`config.mk`:
```
export PLATFORM = sky130hd
export DESIGN_NAME = adcc_ctl_flat
export DESIGN_NICKNAME = d
export VERILOG_FILES = /design/src/adcc_pkg.sv /design/src/adcc_if.sv /design/src/adcc_ctl.sv /design/src/flat_wrapper.sv
export SDC_FILE = /design/constraint.sdc
export NUM_CORES = 1
export LEC_CHECK = 0
export BUFFER_PORTS_ARGS = -buffer_cell sky130_fd_sc_hd__buf_2
export CAP_MARGIN = 20
export CORE_MARGIN = 8
export CORE_UTILIZATION = 40
export DETAILED_ROUTE_END_ITERATION = 12
export PLACE_DENSITY = 0.66
export RECOVER_POWER = 50
export SLEW_MARGIN = 20
export SYNTH_ARGS = -nofsm -noshare
export SYNTH_HDL_FRONTEND = slang
export SYNTH_SLANG_ARGS = --single-unit
```
`constraint.sdc`:
```
create_clock -name mclk -period 2 [get_ports mclk]
set_input_delay 0.1 -clock mclk [delete_from_list [all_inputs] [get_ports mclk]]
set_output_delay 0.1 -clock mclk [all_outputs]
set_load 0.01 [all_outputs]
```
`src/adcc_pkg.sv`:
```
/*
  Shared constants and types of the converter control pair.
  Assumes one clock, mclk at 10 MHz, used as the converter clock.
*/
`default_nettype none
package adcc_pkg;
  // ****************************************
  // Conversion timing in converter cycles
  // ****************************************
  localparam int CYC_SH_8 = 28;
  localparam int CYC_SH_10 = 33;
  localparam int CYC_NOSH_8 = 49;
  localparam int CYC_NOSH_10 = 59;
  // ****************************************
  // Controller register offsets
  // ****************************************
  localparam logic [7:0] OFS_CTRL = 8'h00;
  localparam logic [7:0] OFS_STATUS = 8'h04;
  localparam logic [7:0] OFS_RESULT = 8'h08;
  localparam logic [7:0] OFS_DMA = 8'h0C;
  localparam logic [7:0] OFS_TRIG = 8'h10;
  localparam logic [7:0] OFS_ANALOG = 8'h14;
  // ****************************************
  // Control, status and trigger register fields
  // ****************************************
  localparam int B_START = 0;
  localparam int B_TRG_TYPE = 1;
  localparam int B_TRG_SRC = 2;
  localparam int B_RES10 = 3;
  localparam int B_SMP = 4;
  localparam int B_DMA = 5;
  localparam int B_EXT = 6;
  localparam int B_REPEAT = 8;
  localparam int B_CHAN = 9;
  localparam int B_PGRP = 12;
  localparam int B_MSS = 14;
  localparam int B_DONE = 1;
  localparam int B_DMAV = 2;
  localparam int B_EXTPIN = 1;
  // ****************************************
  // Reset values and codes
  // ****************************************
  localparam logic [14:0] CTRL_RST = 15'h0000;
  localparam logic [1:0] EXT_NONE = 2'h0;
  localparam logic [1:0] EXT_FIRST = 2'h1;
  localparam logic [1:0] EXT_SECOND = 2'h2;
  localparam logic [1:0] EXT_OPAMP = 2'h3;
  localparam logic [3:0] SRC_EXT0 = 4'h8;
  localparam logic [3:0] SRC_EXT1 = 4'h9;
  localparam logic [1:0] RESP_OK = 2'h0;
  localparam logic [1:0] RESP_ERR = 2'h2;
  typedef enum logic [1:0] {ST_IDLE = 2'b00, ST_CONV = 2'b01} adcc_state_t;
endpackage
`default_nettype wire

```
`src/adcc_if.sv`:
```
/*
  Link between converter control and its controller end.
  Assumes both ends run on the same mclk.
*/
`timescale 1ns/1ps
`default_nettype none
interface adcc_if;
  // Settings and triggers from the controller end
  logic start_bit;
  logic trig_type;
  logic trig_src;
  logic res_10;
  logic smp_en;
  logic dma_en;
  logic [1:0] ext_field;
  logic repeat_mode;
  logic [2:0] channel_sel;
  logic ext_trig_pin;
  logic timer_trig;
  logic [9:0] analog_code;
  logic [2:0] rd_index;
  // State and results from the converter
  logic busy;
  logic conv_done;
  logic dma_req;
  logic [15:0] first_result;
  logic [15:0] rd_data;
  logic [3:0] input_sel;
  logic ext0_out_en;
  logic ext0_in_en;
  logic ext1_in_en;
  modport dev (input start_bit, trig_type, trig_src, res_10, smp_en,
    dma_en, ext_field, repeat_mode, channel_sel, ext_trig_pin,
    timer_trig, analog_code, rd_index, output busy, conv_done, dma_req,
    first_result, rd_data, input_sel, ext0_out_en, ext0_in_en,
    ext1_in_en);
  modport ctl (output start_bit, trig_type, trig_src, res_10, smp_en,
    dma_en, ext_field, repeat_mode, channel_sel, ext_trig_pin,
    timer_trig, analog_code, rd_index, input busy, conv_done, dma_req,
    first_result, rd_data, input_sel, ext0_out_en, ext0_in_en,
    ext1_in_en);
endinterface
`default_nettype wire

```
`src/adcc_ctl.sv`:
```
/*
  Controller end: AXI4-Lite registers for software, trigger sources
  and the DMA capture of funnelled results.
  Assumes AXI4-Lite on mclk with 32-bit data.
*/
// The AXI4-Lite register port and the register offsets are this design's own decisions.
`timescale 1ns/1ps
`default_nettype none
module adcc_ctl #(
  parameter int AW = 8
) (
  // Clock and reset
  input wire logic mclk,
  input wire logic rst_n,
  // AXI4-Lite write
  input wire logic [AW-1:0] s_awaddr,
  input wire logic s_awvalid,
  output logic s_awready,
  input wire logic [31:0] s_wdata,
  input wire logic [3:0] s_wstrb,
  input wire logic s_wvalid,
  output logic s_wready,
  output logic [1:0] s_bresp,
  output logic s_bvalid,
  input wire logic s_bready,
  // AXI4-Lite read
  input wire logic [AW-1:0] s_araddr,
  input wire logic s_arvalid,
  output logic s_arready,
  output logic [31:0] s_rdata,
  output logic [1:0] s_rresp,
  output logic s_rvalid,
  input wire logic s_rready,
  // Link to the converter
  adcc_if.ctl link
);
  if (AW < 8)
  begin : g_bad
    $error("address width must be at least 8");
  end

  typedef struct packed {
    logic [14:0] ctrl;
    logic done;
    logic dmav;
    logic [15:0] dma_word;
    logic [2:0] idx;
    logic pin;
    logic pulse;
    logic [9:0] code;
    logic aw_have;
    logic w_have;
    logic [7:0] waddr;
    logic [31:0] wdata;
    logic awready;
    logic wready;
    logic bvalid;
    logic [1:0] bresp;
    logic arready;
    logic rvalid;
    logic [31:0] rdata;
    logic [1:0] rresp;
  } adcc_ctl_t;

  adcc_ctl_t s;
  adcc_ctl_t n;
  logic [14:0] c;
  logic free;

  // ****************************************
  // Next state
  // ****************************************
  always_comb
  begin
    n = s;
    n.pulse = 1'b0;
    c = s.ctrl;
    free = !link.busy && !s.ctrl[adcc_pkg::B_START];
    // Completion sets the flag; a clear in the same cycle loses
    if (link.conv_done && !s.ctrl[adcc_pkg::B_REPEAT])
      n.ctrl[adcc_pkg::B_START] = 1'b0;
    if (link.dma_req)
    begin
      n.dma_word = s.ctrl[adcc_pkg::B_RES10] ? link.first_result :
                   {8'h00, link.first_result[7:0]};
      n.dmav = 1'b1;
    end
    // Write channel: address and data taken in either order
    if (s_awvalid && s.awready)
    begin
      n.aw_have = 1'b1;
      n.waddr = s_awaddr[7:0];
      n.awready = 1'b0;
    end
    if (s_wvalid && s.wready)
    begin
      n.w_have = 1'b1;
      n.wdata = s_wdata;
      n.wready = 1'b0;
    end
    if (s.aw_have && s.w_have && !s.bvalid)
    begin
      n.aw_have = 1'b0;
      n.w_have = 1'b0;
      n.bvalid = 1'b1;
      n.bresp = adcc_pkg::RESP_OK;
      unique case (s.waddr)
        adcc_pkg::OFS_CTRL:
        begin
          if (s_wstrb[0] || s_wstrb[1])
          begin
            n.ctrl = s.wdata[14:0];
            if (!free)
              n.ctrl[adcc_pkg::B_SMP] = c[adcc_pkg::B_SMP];
          end
        end
        adcc_pkg::OFS_STATUS:
        begin
          if (s.wdata[adcc_pkg::B_DONE] && !link.conv_done)
            n.done = 1'b0;
          if (s.wdata[adcc_pkg::B_DMAV] && !link.dma_req)
            n.dmav = 1'b0;
        end
        adcc_pkg::OFS_RESULT: n.idx = s.wdata[2:0];
        adcc_pkg::OFS_TRIG:
        begin
          n.pulse = s.wdata[0];
          n.pin = s.wdata[adcc_pkg::B_EXTPIN];
        end
        adcc_pkg::OFS_ANALOG: n.code = s.wdata[9:0];
        default: n.bresp = adcc_pkg::RESP_ERR;
      endcase
    end
    if (s.bvalid && s_bready)
    begin
      n.bvalid = 1'b0;
      n.awready = 1'b1;
      n.wready = 1'b1;
    end
    if (link.conv_done)
      n.done = 1'b1;
    // Read channel: one outstanding read, answer in the next cycle
    if (s_arvalid && s.arready)
    begin
      n.arready = 1'b0;
      n.rvalid = 1'b1;
      n.rresp = adcc_pkg::RESP_OK;
      n.rdata = 32'h0000_0000;
      unique case (s_araddr[7:0])
        adcc_pkg::OFS_CTRL: n.rdata = {17'h0_0000, s.ctrl};
        adcc_pkg::OFS_STATUS:
          n.rdata = {29'h0000_0000, s.dmav, s.done, link.busy};
        adcc_pkg::OFS_RESULT:
          if (!(link.dma_en && s.idx == 3'h0))
            n.rdata = {16'h0000, link.rd_data};
        adcc_pkg::OFS_DMA: n.rdata = {16'h0000, s.dma_word};
        adcc_pkg::OFS_TRIG:
          n.rdata = {30'h0000_0000, s.pin, 1'b0};
        adcc_pkg::OFS_ANALOG: n.rdata = {22'h00_0000, s.code};
        default: n.rresp = adcc_pkg::RESP_ERR;
      endcase
    end
    if (s.rvalid && s_rready)
    begin
      n.rvalid = 1'b0;
      n.arready = 1'b1;
    end
  end

  // ****************************************
  // State register
  // ****************************************
  always_ff @(posedge mclk)
  begin
    if (!rst_n)
    begin
      s <= '0;
      s.ctrl <= adcc_pkg::CTRL_RST;
      s.pin <= 1'b1;
      s.awready <= 1'b1;
      s.wready <= 1'b1;
      s.arready <= 1'b1;
    end
    else
      s <= n;
  end

  // ****************************************
  // Outputs
  // ****************************************
  assign s_awready = s.awready;
  assign s_wready = s.wready;
  assign s_bvalid = s.bvalid;
  assign s_bresp = s.bresp;
  assign s_arready = s.arready;
  assign s_rvalid = s.rvalid;
  assign s_rdata = s.rdata;
  assign s_rresp = s.rresp;
  assign link.start_bit = s.ctrl[adcc_pkg::B_START];
  // type bit selects the trigger path
  assign link.trig_type = s.ctrl[adcc_pkg::B_TRG_TYPE];
  assign link.trig_src = s.ctrl[adcc_pkg::B_TRG_SRC];
  assign link.res_10 = s.ctrl[adcc_pkg::B_RES10];
  assign link.smp_en = s.ctrl[adcc_pkg::B_SMP];
  assign link.dma_en = s.ctrl[adcc_pkg::B_DMA] | s.ctrl[adcc_pkg::B_MSS];
  // extended inputs only with group 00 and no sweep
  assign link.ext_field = (s.ctrl[adcc_pkg::B_PGRP +: 2] == 2'h0 &&
                          !s.ctrl[adcc_pkg::B_MSS]) ?
                          s.ctrl[adcc_pkg::B_EXT +: 2] : 2'h0;
  assign link.repeat_mode = s.ctrl[adcc_pkg::B_REPEAT];
  assign link.channel_sel = s.ctrl[adcc_pkg::B_CHAN +: 3];
  assign link.ext_trig_pin = s.pin;
  assign link.timer_trig = s.pulse;
  assign link.analog_code = s.code;
  assign link.rd_index = s.idx;
endmodule
`default_nettype wire

```
`src/flat_wrapper.sv`:
```
// flat-port wrapper written by rule: the top's interface ports become plain ports
module adcc_ctl_flat 
#(
  parameter int AW = 8
)
  (mclk, rst_n, s_awaddr, s_awvalid, s_awready, s_wdata, s_wstrb, s_wvalid, s_wready, s_bresp, s_bvalid, s_bready, s_araddr, s_arvalid, s_arready, s_rdata, s_rresp, s_rvalid, s_rready, link_start_bit, link_trig_type, link_trig_src, link_res_10, link_smp_en, link_dma_en, link_ext_field, link_repeat_mode, link_channel_sel, link_ext_trig_pin, link_timer_trig, link_analog_code, link_rd_index, link_busy, link_conv_done, link_dma_req, link_first_result, link_rd_data, link_input_sel, link_ext0_out_en, link_ext0_in_en, link_ext1_in_en);
  adcc_if link_i ();
  input wire logic mclk;
  input wire logic rst_n;
  input wire logic [AW-1:0] s_awaddr;
  input wire logic s_awvalid;
  output logic s_awready;
  input wire logic [31:0] s_wdata;
  input wire logic [3:0] s_wstrb;
  input wire logic s_wvalid;
  output logic s_wready;
  output logic [1:0] s_bresp;
  output logic s_bvalid;
  input wire logic s_bready;
  input wire logic [AW-1:0] s_araddr;
  input wire logic s_arvalid;
  output logic s_arready;
  output logic [31:0] s_rdata;
  output logic [1:0] s_rresp;
  output logic s_rvalid;
  input wire logic s_rready;
  output wire logic [$bits(link_i.start_bit)-1:0] link_start_bit;
  output wire logic [$bits(link_i.trig_type)-1:0] link_trig_type;
  output wire logic [$bits(link_i.trig_src)-1:0] link_trig_src;
  output wire logic [$bits(link_i.res_10)-1:0] link_res_10;
  output wire logic [$bits(link_i.smp_en)-1:0] link_smp_en;
  output wire logic [$bits(link_i.dma_en)-1:0] link_dma_en;
  output wire logic [$bits(link_i.ext_field)-1:0] link_ext_field;
  output wire logic [$bits(link_i.repeat_mode)-1:0] link_repeat_mode;
  output wire logic [$bits(link_i.channel_sel)-1:0] link_channel_sel;
  output wire logic [$bits(link_i.ext_trig_pin)-1:0] link_ext_trig_pin;
  output wire logic [$bits(link_i.timer_trig)-1:0] link_timer_trig;
  output wire logic [$bits(link_i.analog_code)-1:0] link_analog_code;
  output wire logic [$bits(link_i.rd_index)-1:0] link_rd_index;
  input wire logic [$bits(link_i.busy)-1:0] link_busy;
  input wire logic [$bits(link_i.conv_done)-1:0] link_conv_done;
  input wire logic [$bits(link_i.dma_req)-1:0] link_dma_req;
  input wire logic [$bits(link_i.first_result)-1:0] link_first_result;
  input wire logic [$bits(link_i.rd_data)-1:0] link_rd_data;
  input wire logic [$bits(link_i.input_sel)-1:0] link_input_sel;
  input wire logic [$bits(link_i.ext0_out_en)-1:0] link_ext0_out_en;
  input wire logic [$bits(link_i.ext0_in_en)-1:0] link_ext0_in_en;
  input wire logic [$bits(link_i.ext1_in_en)-1:0] link_ext1_in_en;
  assign link_start_bit = link_i.start_bit;
  assign link_trig_type = link_i.trig_type;
  assign link_trig_src = link_i.trig_src;
  assign link_res_10 = link_i.res_10;
  assign link_smp_en = link_i.smp_en;
  assign link_dma_en = link_i.dma_en;
  assign link_ext_field = link_i.ext_field;
  assign link_repeat_mode = link_i.repeat_mode;
  assign link_channel_sel = link_i.channel_sel;
  assign link_ext_trig_pin = link_i.ext_trig_pin;
  assign link_timer_trig = link_i.timer_trig;
  assign link_analog_code = link_i.analog_code;
  assign link_rd_index = link_i.rd_index;
  assign link_i.busy = link_busy;
  assign link_i.conv_done = link_conv_done;
  assign link_i.dma_req = link_dma_req;
  assign link_i.first_result = link_first_result;
  assign link_i.rd_data = link_rd_data;
  assign link_i.input_sel = link_input_sel;
  assign link_i.ext0_out_en = link_ext0_out_en;
  assign link_i.ext0_in_en = link_ext0_in_en;
  assign link_i.ext1_in_en = link_ext1_in_en;
  adcc_ctl #(.AW(AW)) u_core (.mclk(mclk), .rst_n(rst_n), .s_awaddr(s_awaddr), .s_awvalid(s_awvalid), .s_awready(s_awready), .s_wdata(s_wdata), .s_wstrb(s_wstrb), .s_wvalid(s_wvalid), .s_wready(s_wready), .s_bresp(s_bresp), .s_bvalid(s_bvalid), .s_bready(s_bready), .s_araddr(s_araddr), .s_arvalid(s_arvalid), .s_arready(s_arready), .s_rdata(s_rdata), .s_rresp(s_rresp), .s_rvalid(s_rvalid), .s_rready(s_rready), .link(link_i));
endmodule
```
==> flow_metrics.env, run 1 <==
export IMPL_dr_total_vias=3867
export IMPL_drt_wirelength_per_cell_um=16.1
export IMPL_rows=40
export IMPL_cap_viol_max_count=0
export IMPL_r2r_slack_ps=190
export IMPL_dieWidth_um=125
export IMPL_cts_root_buf="clkbuf_16"
export IMPL_worstPathRequired_ps=2190
export IMPL_cts_reportedPaths_clkPinSlew_ps=70
export IMPL_fin_area_um2=5520
export IMPL_r2r_end="u_core.link.ext_trig_pin"
export IMPL_rsz0062_at_grt="false"
export IMPL_min_path_cells=3
export IMPL_synth_warnings=0
export IMPL_track_usage_pct=15.8
export IMPL_synth_area_per_cell_um2=8.90
export IMPL_cp_num_buf_inv=0
export IMPL_start_kind="flop"
export IMPL_synth_ff_type="dfxtp_1"
export IMPL_p_total_uw=4440
export IMPL_hp_start="link_first_result[8]"
export IMPL_slowest_stage="nor4b_1"
export IMPL_drive_gt1_share_pct=20.5
export IMPL_ys_ff_latch=96
export IMPL_cp_top_family="simple AND/OR/NAND/NOR gates"
export IMPL_numPortBuffers=124
export IMPL_place_ws_ps=170
export IMPL_synth_cells=536
export IMPL_synth_cell_types=48
export IMPL_cts_buffer_depth=2
export IMPL_min_to="u_core.s[106]"
export IMPL_io_pins=169
export IMPL_routed_via_density=5.01
export IMPL_dieHeight_um=125
export IMPL_async_flop_share_pct=0
export IMPL_rr_startpoint="u_core.s[77]"
export IMPL_utilization_pct=46.8
export IMPL_drt_iter0_markers=291
export IMPL_worstMarginPinSlew_ps=945
export IMPL_syn_area_um2=4770
export IMPL_crit_path_frequent_cell="nor4b_1"
export IMPL_core_area_um2=11800
export IMPL_first_pass_iters=4
export IMPL_setup_viol=0
export IMPL_power_leakage_uw=0.00223
export IMPL_fill_cells=1156
export IMPL_crit_chain="nor4b_1, nor4b_1, mux2i_1, nand2_1"
export IMPL_status="completed"
export IMPL_drc_errors=0
export IMPL_cp_max_fo=5
export IMPL_powerDensity_nw_per_um2=804
export IMPL_clock_fmax_mhz=552
export IMPL_hold_path_class="primary input to flop"
export IMPL_worst_setup_path_end_kind="flop"
export IMPL_fin_skew_ps=8.83
export IMPL_overflow=0
export IMPL_drtAntennaViolNets=0
export IMPL_critPathMaxStageDelay_ps=510
export IMPL_crit_arrival_ps=2000
export IMPL_first_global_vias=3864
export IMPL_gp_congestion=0.780
export IMPL_min_period_ps=1810
export IMPL_htree_levels=3
export IMPL_initial_core_util_pct=40.4
export IMPL_finalCritPeriodShare_pct=90.6
export IMPL_antenna_found_initial=0
export IMPL_clk_latency_ps=340
export IMPL_grt_max_degree=43
export IMPL_synth_edf_count=0
export IMPL_ir_drop_mv=0.360
export IMPL_hold_violations=0
export IMPL_num_nets_final=721
export IMPL_postPlaceCellArea_um2=5190
export IMPL_die_area_um2=15700
export IMPL_finalMaxSlewViolations=0
export IMPL_dpl_hpwl_mm=9.59
export IMPL_tns_ps=0
export IMPL_crit_type="flop to flop"
export IMPL_cts_buffers=9
export IMPL_clkSinkCount=96
export IMPL_slew_limit_headroom_pct=37.0
export IMPL_finalWorstSetupSlack_ps=189
export IMPL_drt_total_wl_mm=12.4
export IMPL_areaGrowthSynthToFinish_pct=15.8
export IMPL_ff2ff_path_depth=4
export IMPL_antennaDiodeCount=0
export IMPL_cts_tree="done"
export IMPL_yosysSeqAreaShare_pct=40.3
export IMPL_grt_first_pass_wirelength_mm=20.3
## flip-flops by register name (all words and copies together), names as in the netlist
signal,count
u_core.c,15
u_core.link.analog_code,10
u_core.link.ext_trig_pin,1
u_core.link.rd_index,3
u_core.link.timer_trig,1
u_core.s,43
u_core.s_arready,1
u_core.s_awready,1
u_core.s_bresp,1
u_core.s_bvalid,1
u_core.s_rdata,16
u_core.s_rresp,1
u_core.s_rvalid,1
u_core.s_wready,1
## logic make-up after synthesis
group	count (synthesis)	synth area share, %
AND/OR/NAND/NOR	185	23.2
flip-flops	96	40.3
other	1	0.0786
multiplexers	26	5.48
buffers and inverters	99	12.4
AO/OA/AOI/OAI	129	18.6
## worst register-to-register path: stages, from the launching register on
cell and delay [ps]:
dfxtp_1 430, nor4b_1 420, nor4b_1 510, mux2i_1 240, nand2_1 60
## per-layer routing
layer / global-route usage, % / wire length (um) / vias up
met1: 18.7 / 5480 / 1800
met3: 5.35 / 835 / 10
li1: - / - / 1960
met2: 26.4 / 6000 / 97
met4: 4.51 / 123 / 0
met5: 0 / 0 / -
## synth_stat cells (all sizes together) (3+ instances only)
cell type  count  area share (%)
a21boi        40             6.3
a21oi         16             1.7
a22o           6             1.1
a22oi          5            0.79
a31oi          7            0.92
and2          16             2.1
and3           3            0.39
buf           61             9.4
clkbuf        21             1.7
dfxtp         96              40
inv           17             1.3
mux2i         25             5.2
nand2         57             4.5
nand3         34             3.6
nand4          4            0.66
nor2           3            0.39
nor2b         38             5.0
nor3           5            0.63
nor4           4             1.8
nor4b          3            0.87
o211ai         7             1.8
o21a           3            0.47
o21ai         38             4.0
or3b           7             1.3
## cell type report
class	instances	area [um2]	area share [%]
flip-flops and latches	96	1920	34.8
clock buffers	11	253	4.58
well taps	147	184	3.33
inverters	17	63.8	1.16
clock inverters	5	103	1.86
repair buffers	138	668	12.1
multi-input cells	358	2330	42.2
## power breakdown
group	internal [uW]	switching, uW	total, uW
combinational	167	242	408
sequential	1970	51.0	2020
clock	1290	727	2020
total	3420	1020	4440
## stage by stage
step           hold slack (ps)  std cells
4_1_cts                  0.163        772
5_1_grt                   12.8        772
3_5_place_dp               316        752
2_1_floorplan              200        553
3_3_place_gp               307        752
6_report                  6.94        772
## how the worst max path moves through the flow
stage / from / to / slack, ps / depth (start not counted)
final: u_core.s[77] / u_core.link.ext_trig_pin / 190 / 4
after global placement: u_core.c[14] / u_core.s_rdata[10] / 270 / 4
after floorplan: u_core.s_bvalid / u_core.c[4] / 430 / 4
after detailed placement: u_core.link.rd_index[1] / u_core.s_rdata[10] / 170 / 5
after global routing: u_core.s[77] / u_core.link.ext_trig_pin / 60 / 4
after CTS: u_core.link.rd_index[1] / u_core.s_rdata[10] / 130 / 5
## layout by cell type (no fill, tap or decap), types with 7 or more instances in the layout
cell,netlist,layout
nor2b_1,38,38
mux2i_1,25,25
dfxtp_1,96,96
a21boi_0,34,34
clkbuf_16,0,9
a31oi_1,7,7
o21ai_0,28,28
a21oi_1,16,16
clkbuf_1,21,50
o211ai_2,7,7
buf_4,52,8
nand3_1,34,34
inv_1,17,17
o21ai_1,10,10
conb_1,1,18
nand2_1,57,57
buf_2,6,76
or3b_2,7,7
and2_1,16,15
## timing repair
item                                    CTS  global route
hold endpoints to repair                  4             0
resized for setup                         0             1
endpoints found under the setup margin    0             1
hold buffers                              4             0
setup buffers                             0             0
Power figures use the tool's default switching activity.
==> inputs of run 2 (changes only) <==
- PLACE_DENSITY: 0.66 -> 0.72
==> run 2 against run 1 <==
Compared with the run above: sequential power barely moved; utilization rose by 0.16 points; wire length fell by 1.2%; global-route usage barely moved; clock skew barely moved; via count rose by 1.1%; combinational power rose by 1%; register-to-register slack improved by 20 ps; critical path type unchanged; largest power group unchanged.
==> flow_metrics.env, run 2 (synthesized netlist as in run 1, its figures left out) <==
export IMPL_largest_reg_flops=43
export IMPL_drtAntennaViolNets=0
export IMPL_fin_area_um2=5540
export IMPL_cts_buffers=9
export IMPL_drt_total_wl_mm=12.3
export IMPL_power_share_clock_pct=43.7
export IMPL_cp_num_buf_inv=0
export IMPL_io_pins=169
export IMPL_cp_num_cells=4
export IMPL_powerDensity_nw_per_um2=779
export IMPL_grt_max_degree=32
export IMPL_track_usage_pct=15.8
export IMPL_min_period_ps=1800
export IMPL_finalMaxSlewViolations=0
export IMPL_finalCritPeriodShare_pct=89.8
export IMPL_worst_setup_path_end_kind="flop"
export IMPL_drt_wirelength_per_cell_um=15.8
export IMPL_clock_fmax_mhz=557
export IMPL_num_nets_final=726
export IMPL_ir_drop_mv=0.368
export IMPL_fill_cells=1181
export IMPL_crit_chain="or2_4, a2111oi_2, nand4_2, o21ai_0"
export IMPL_slew_limit_headroom_pct=59.8
export IMPL_cp_max_fo=12
export IMPL_postPlaceCellArea_um2=5180
export IMPL_first_global_vias=3889
export IMPL_internal_power_uw=3280
export IMPL_worstPathRequired_ps=2260
export IMPL_ff2ff_path_depth=4
export IMPL_dieHeight_um=125
export IMPL_seqPwrFrac_pct=46.8
export IMPL_dr_total_vias=3911
export IMPL_drive_gt1_share_pct=20.2
export IMPL_dpl_hpwl_mm=9.56
export IMPL_clk_latency_ps=340
export IMPL_top_register="u_core.s"
export IMPL_antenna_found_initial=0
export IMPL_finalWorstSetupSlack_ps=205
export IMPL_antennaDiodeCount=0
export IMPL_critPathLaunch="u_core.c[14]"
export IMPL_r2r_end="u_core.s_rdata[11]"
export IMPL_cts_buffer_depth=2
export IMPL_setup_viol=0
export IMPL_rows=40
export IMPL_grt_first_pass_wirelength_mm=20.3
export IMPL_crit_arrival_ps=2050
export IMPL_combPwrFrac_pct=9.5
export IMPL_cap_viol_max_count=0
export IMPL_cp_top_family="compound AO/OA/AOI/OAI gates"
export IMPL_cts_reportedPaths_clkPinSlew_ps=70
export IMPL_slowest_stage="nand4_2"
export IMPL_core_area_um2=11800
export IMPL_fin_skew_ps=9.15
export IMPL_hold_violations=0
export IMPL_drt_iter0_markers=258
export IMPL_gp_congestion=0.807
export IMPL_switchingPower_uw=1030
export IMPL_rsz0062_at_grt="false"
export IMPL_crit_type="flop to flop"
export IMPL_worstMarginPinSlew_ps=603
export IMPL_htree_levels=3
export IMPL_numPortBuffers=124
export IMPL_routed_via_density=5.03
export IMPL_cts_root_buf="clkbuf_16"
export IMPL_rr_startpoint="u_core.c[14]"
export IMPL_r2r_slack_ps=200
export IMPL_dieWidth_um=125
export IMPL_initial_core_util_pct=40.4
export IMPL_hold_path_class="primary input to flop"
export IMPL_cts_tree="done"
export IMPL_layout_commonest_cell="dfxtp_1"
export IMPL_overflow=0
export IMPL_areaGrowthSynthToFinish_pct=16.2
export IMPL_final_cell_mix="dfxtp_1, buf_2, nand2_1"
export IMPL_critPathMaxStageDelay_ps=420
export IMPL_utilization_pct=46.9
export IMPL_first_pass_iters=4
export IMPL_crit_path_end="u_core.s_rdata[11]"
export IMPL_tns_ps=0
export IMPL_multi_input_area_um2=2320
export IMPL_place_ws_ps=197
export IMPL_drc_errors=0
export IMPL_power_leakage_uw=0.00226
export IMPL_swShare_pct=23.9
export IMPL_die_area_um2=15700
export IMPL_clkSinkCount=96
export IMPL_seq_area_um2=1920
export IMPL_status="completed"
export IMPL_start_kind="flop"
## run 2: cell types whose count changed in the layout (fill, tap and decap cells not counted)
cell,change
and2_0,+1
bufinv_16,-1
clkinv_4,+1
dlygate4sd3_1,+6
inv_6,+2
clkinvlp_4,-1
nand4_2,+1
buf_4,-1
buf_2,+1
clkinv_2,-1
clkbuf_8,-1
nand4_4,-1
and2_1,-1
## run 2: power by group through the flow
stage               Sequential, uW  Combinational (uW)  Clock, uW
finish                        2020                 412       1890
global route                  2030                 462       2010
CTS                           2020                 420       1930
detailed placement            2060                 404          0
global placement              2060                 396          0
floorplan                     2050                 286          0
## run 2: timing repair
item	in CTS	in global routing
gates resized for setup	0	0
hold endpoints to repair	10	0
hold buffers	10	0
setup buffers	0	0
## run 2: worst min path at each step
| stage | cells after the start | to | start | slack, ps |
|---|---|---|---|---|
| finish | 3 | u_core.s_rdata[12] | link_rd_data[12] | 9 |
| detailed placement | 2 | u_core.s_wready | s_wvalid | 320 |
| global placement | 2 | u_core.s_wready | s_wvalid | 300 |
| floorplan | 1 | u_core.s_wready | s_wvalid | 200 |
| CTS | 3 | u_core.s_rdata[12] | link_rd_data[12] | 0.1 |
| global route | 3 | u_core.s[54] | s_wdata[13] | 10 |
## run 2: worst reg2reg max path: cells and delay by family, from the launching register on
family	cells	cell delay, ps
AO/OA/AOI/OAI	2	690
AND/OR/NAND/NOR	2	680
flip-flops	1	350
## run 2: per-stage QoR
stage | hold slack [ps] | power, uW | std cells
finish | 9.29 | 4320 | 777
global route | 10.4 | 4500 | 777
CTS | 0.101 | 4370 | 777
detailed placement | 322 | 2470 | 751
global placement | 305 | 2450 | 751
floorplan | 200 | 2340 | 553
## run 2: final cells by class
type,count,share of cell area [%]
Clock buffer,11,4.38
Timing Repair Buffer,143,13.0
Sequential cell,96,34.7
Tap cell,147,3.32
Clock inverter,5,1.56
Inverter,17,1.15
Multi-Input combinational cell,358,41.9
## run 2: layer usage
metal  vias to the layer above  part of all wire, %  track usage (%)
li1                       1965                    -                -
met1                      1825                   45             19.2
met2                       111                   47             25.6
met3                        10                  7.4             5.18
met4                         0                  1.3             5.52
met5                         -                    0                0
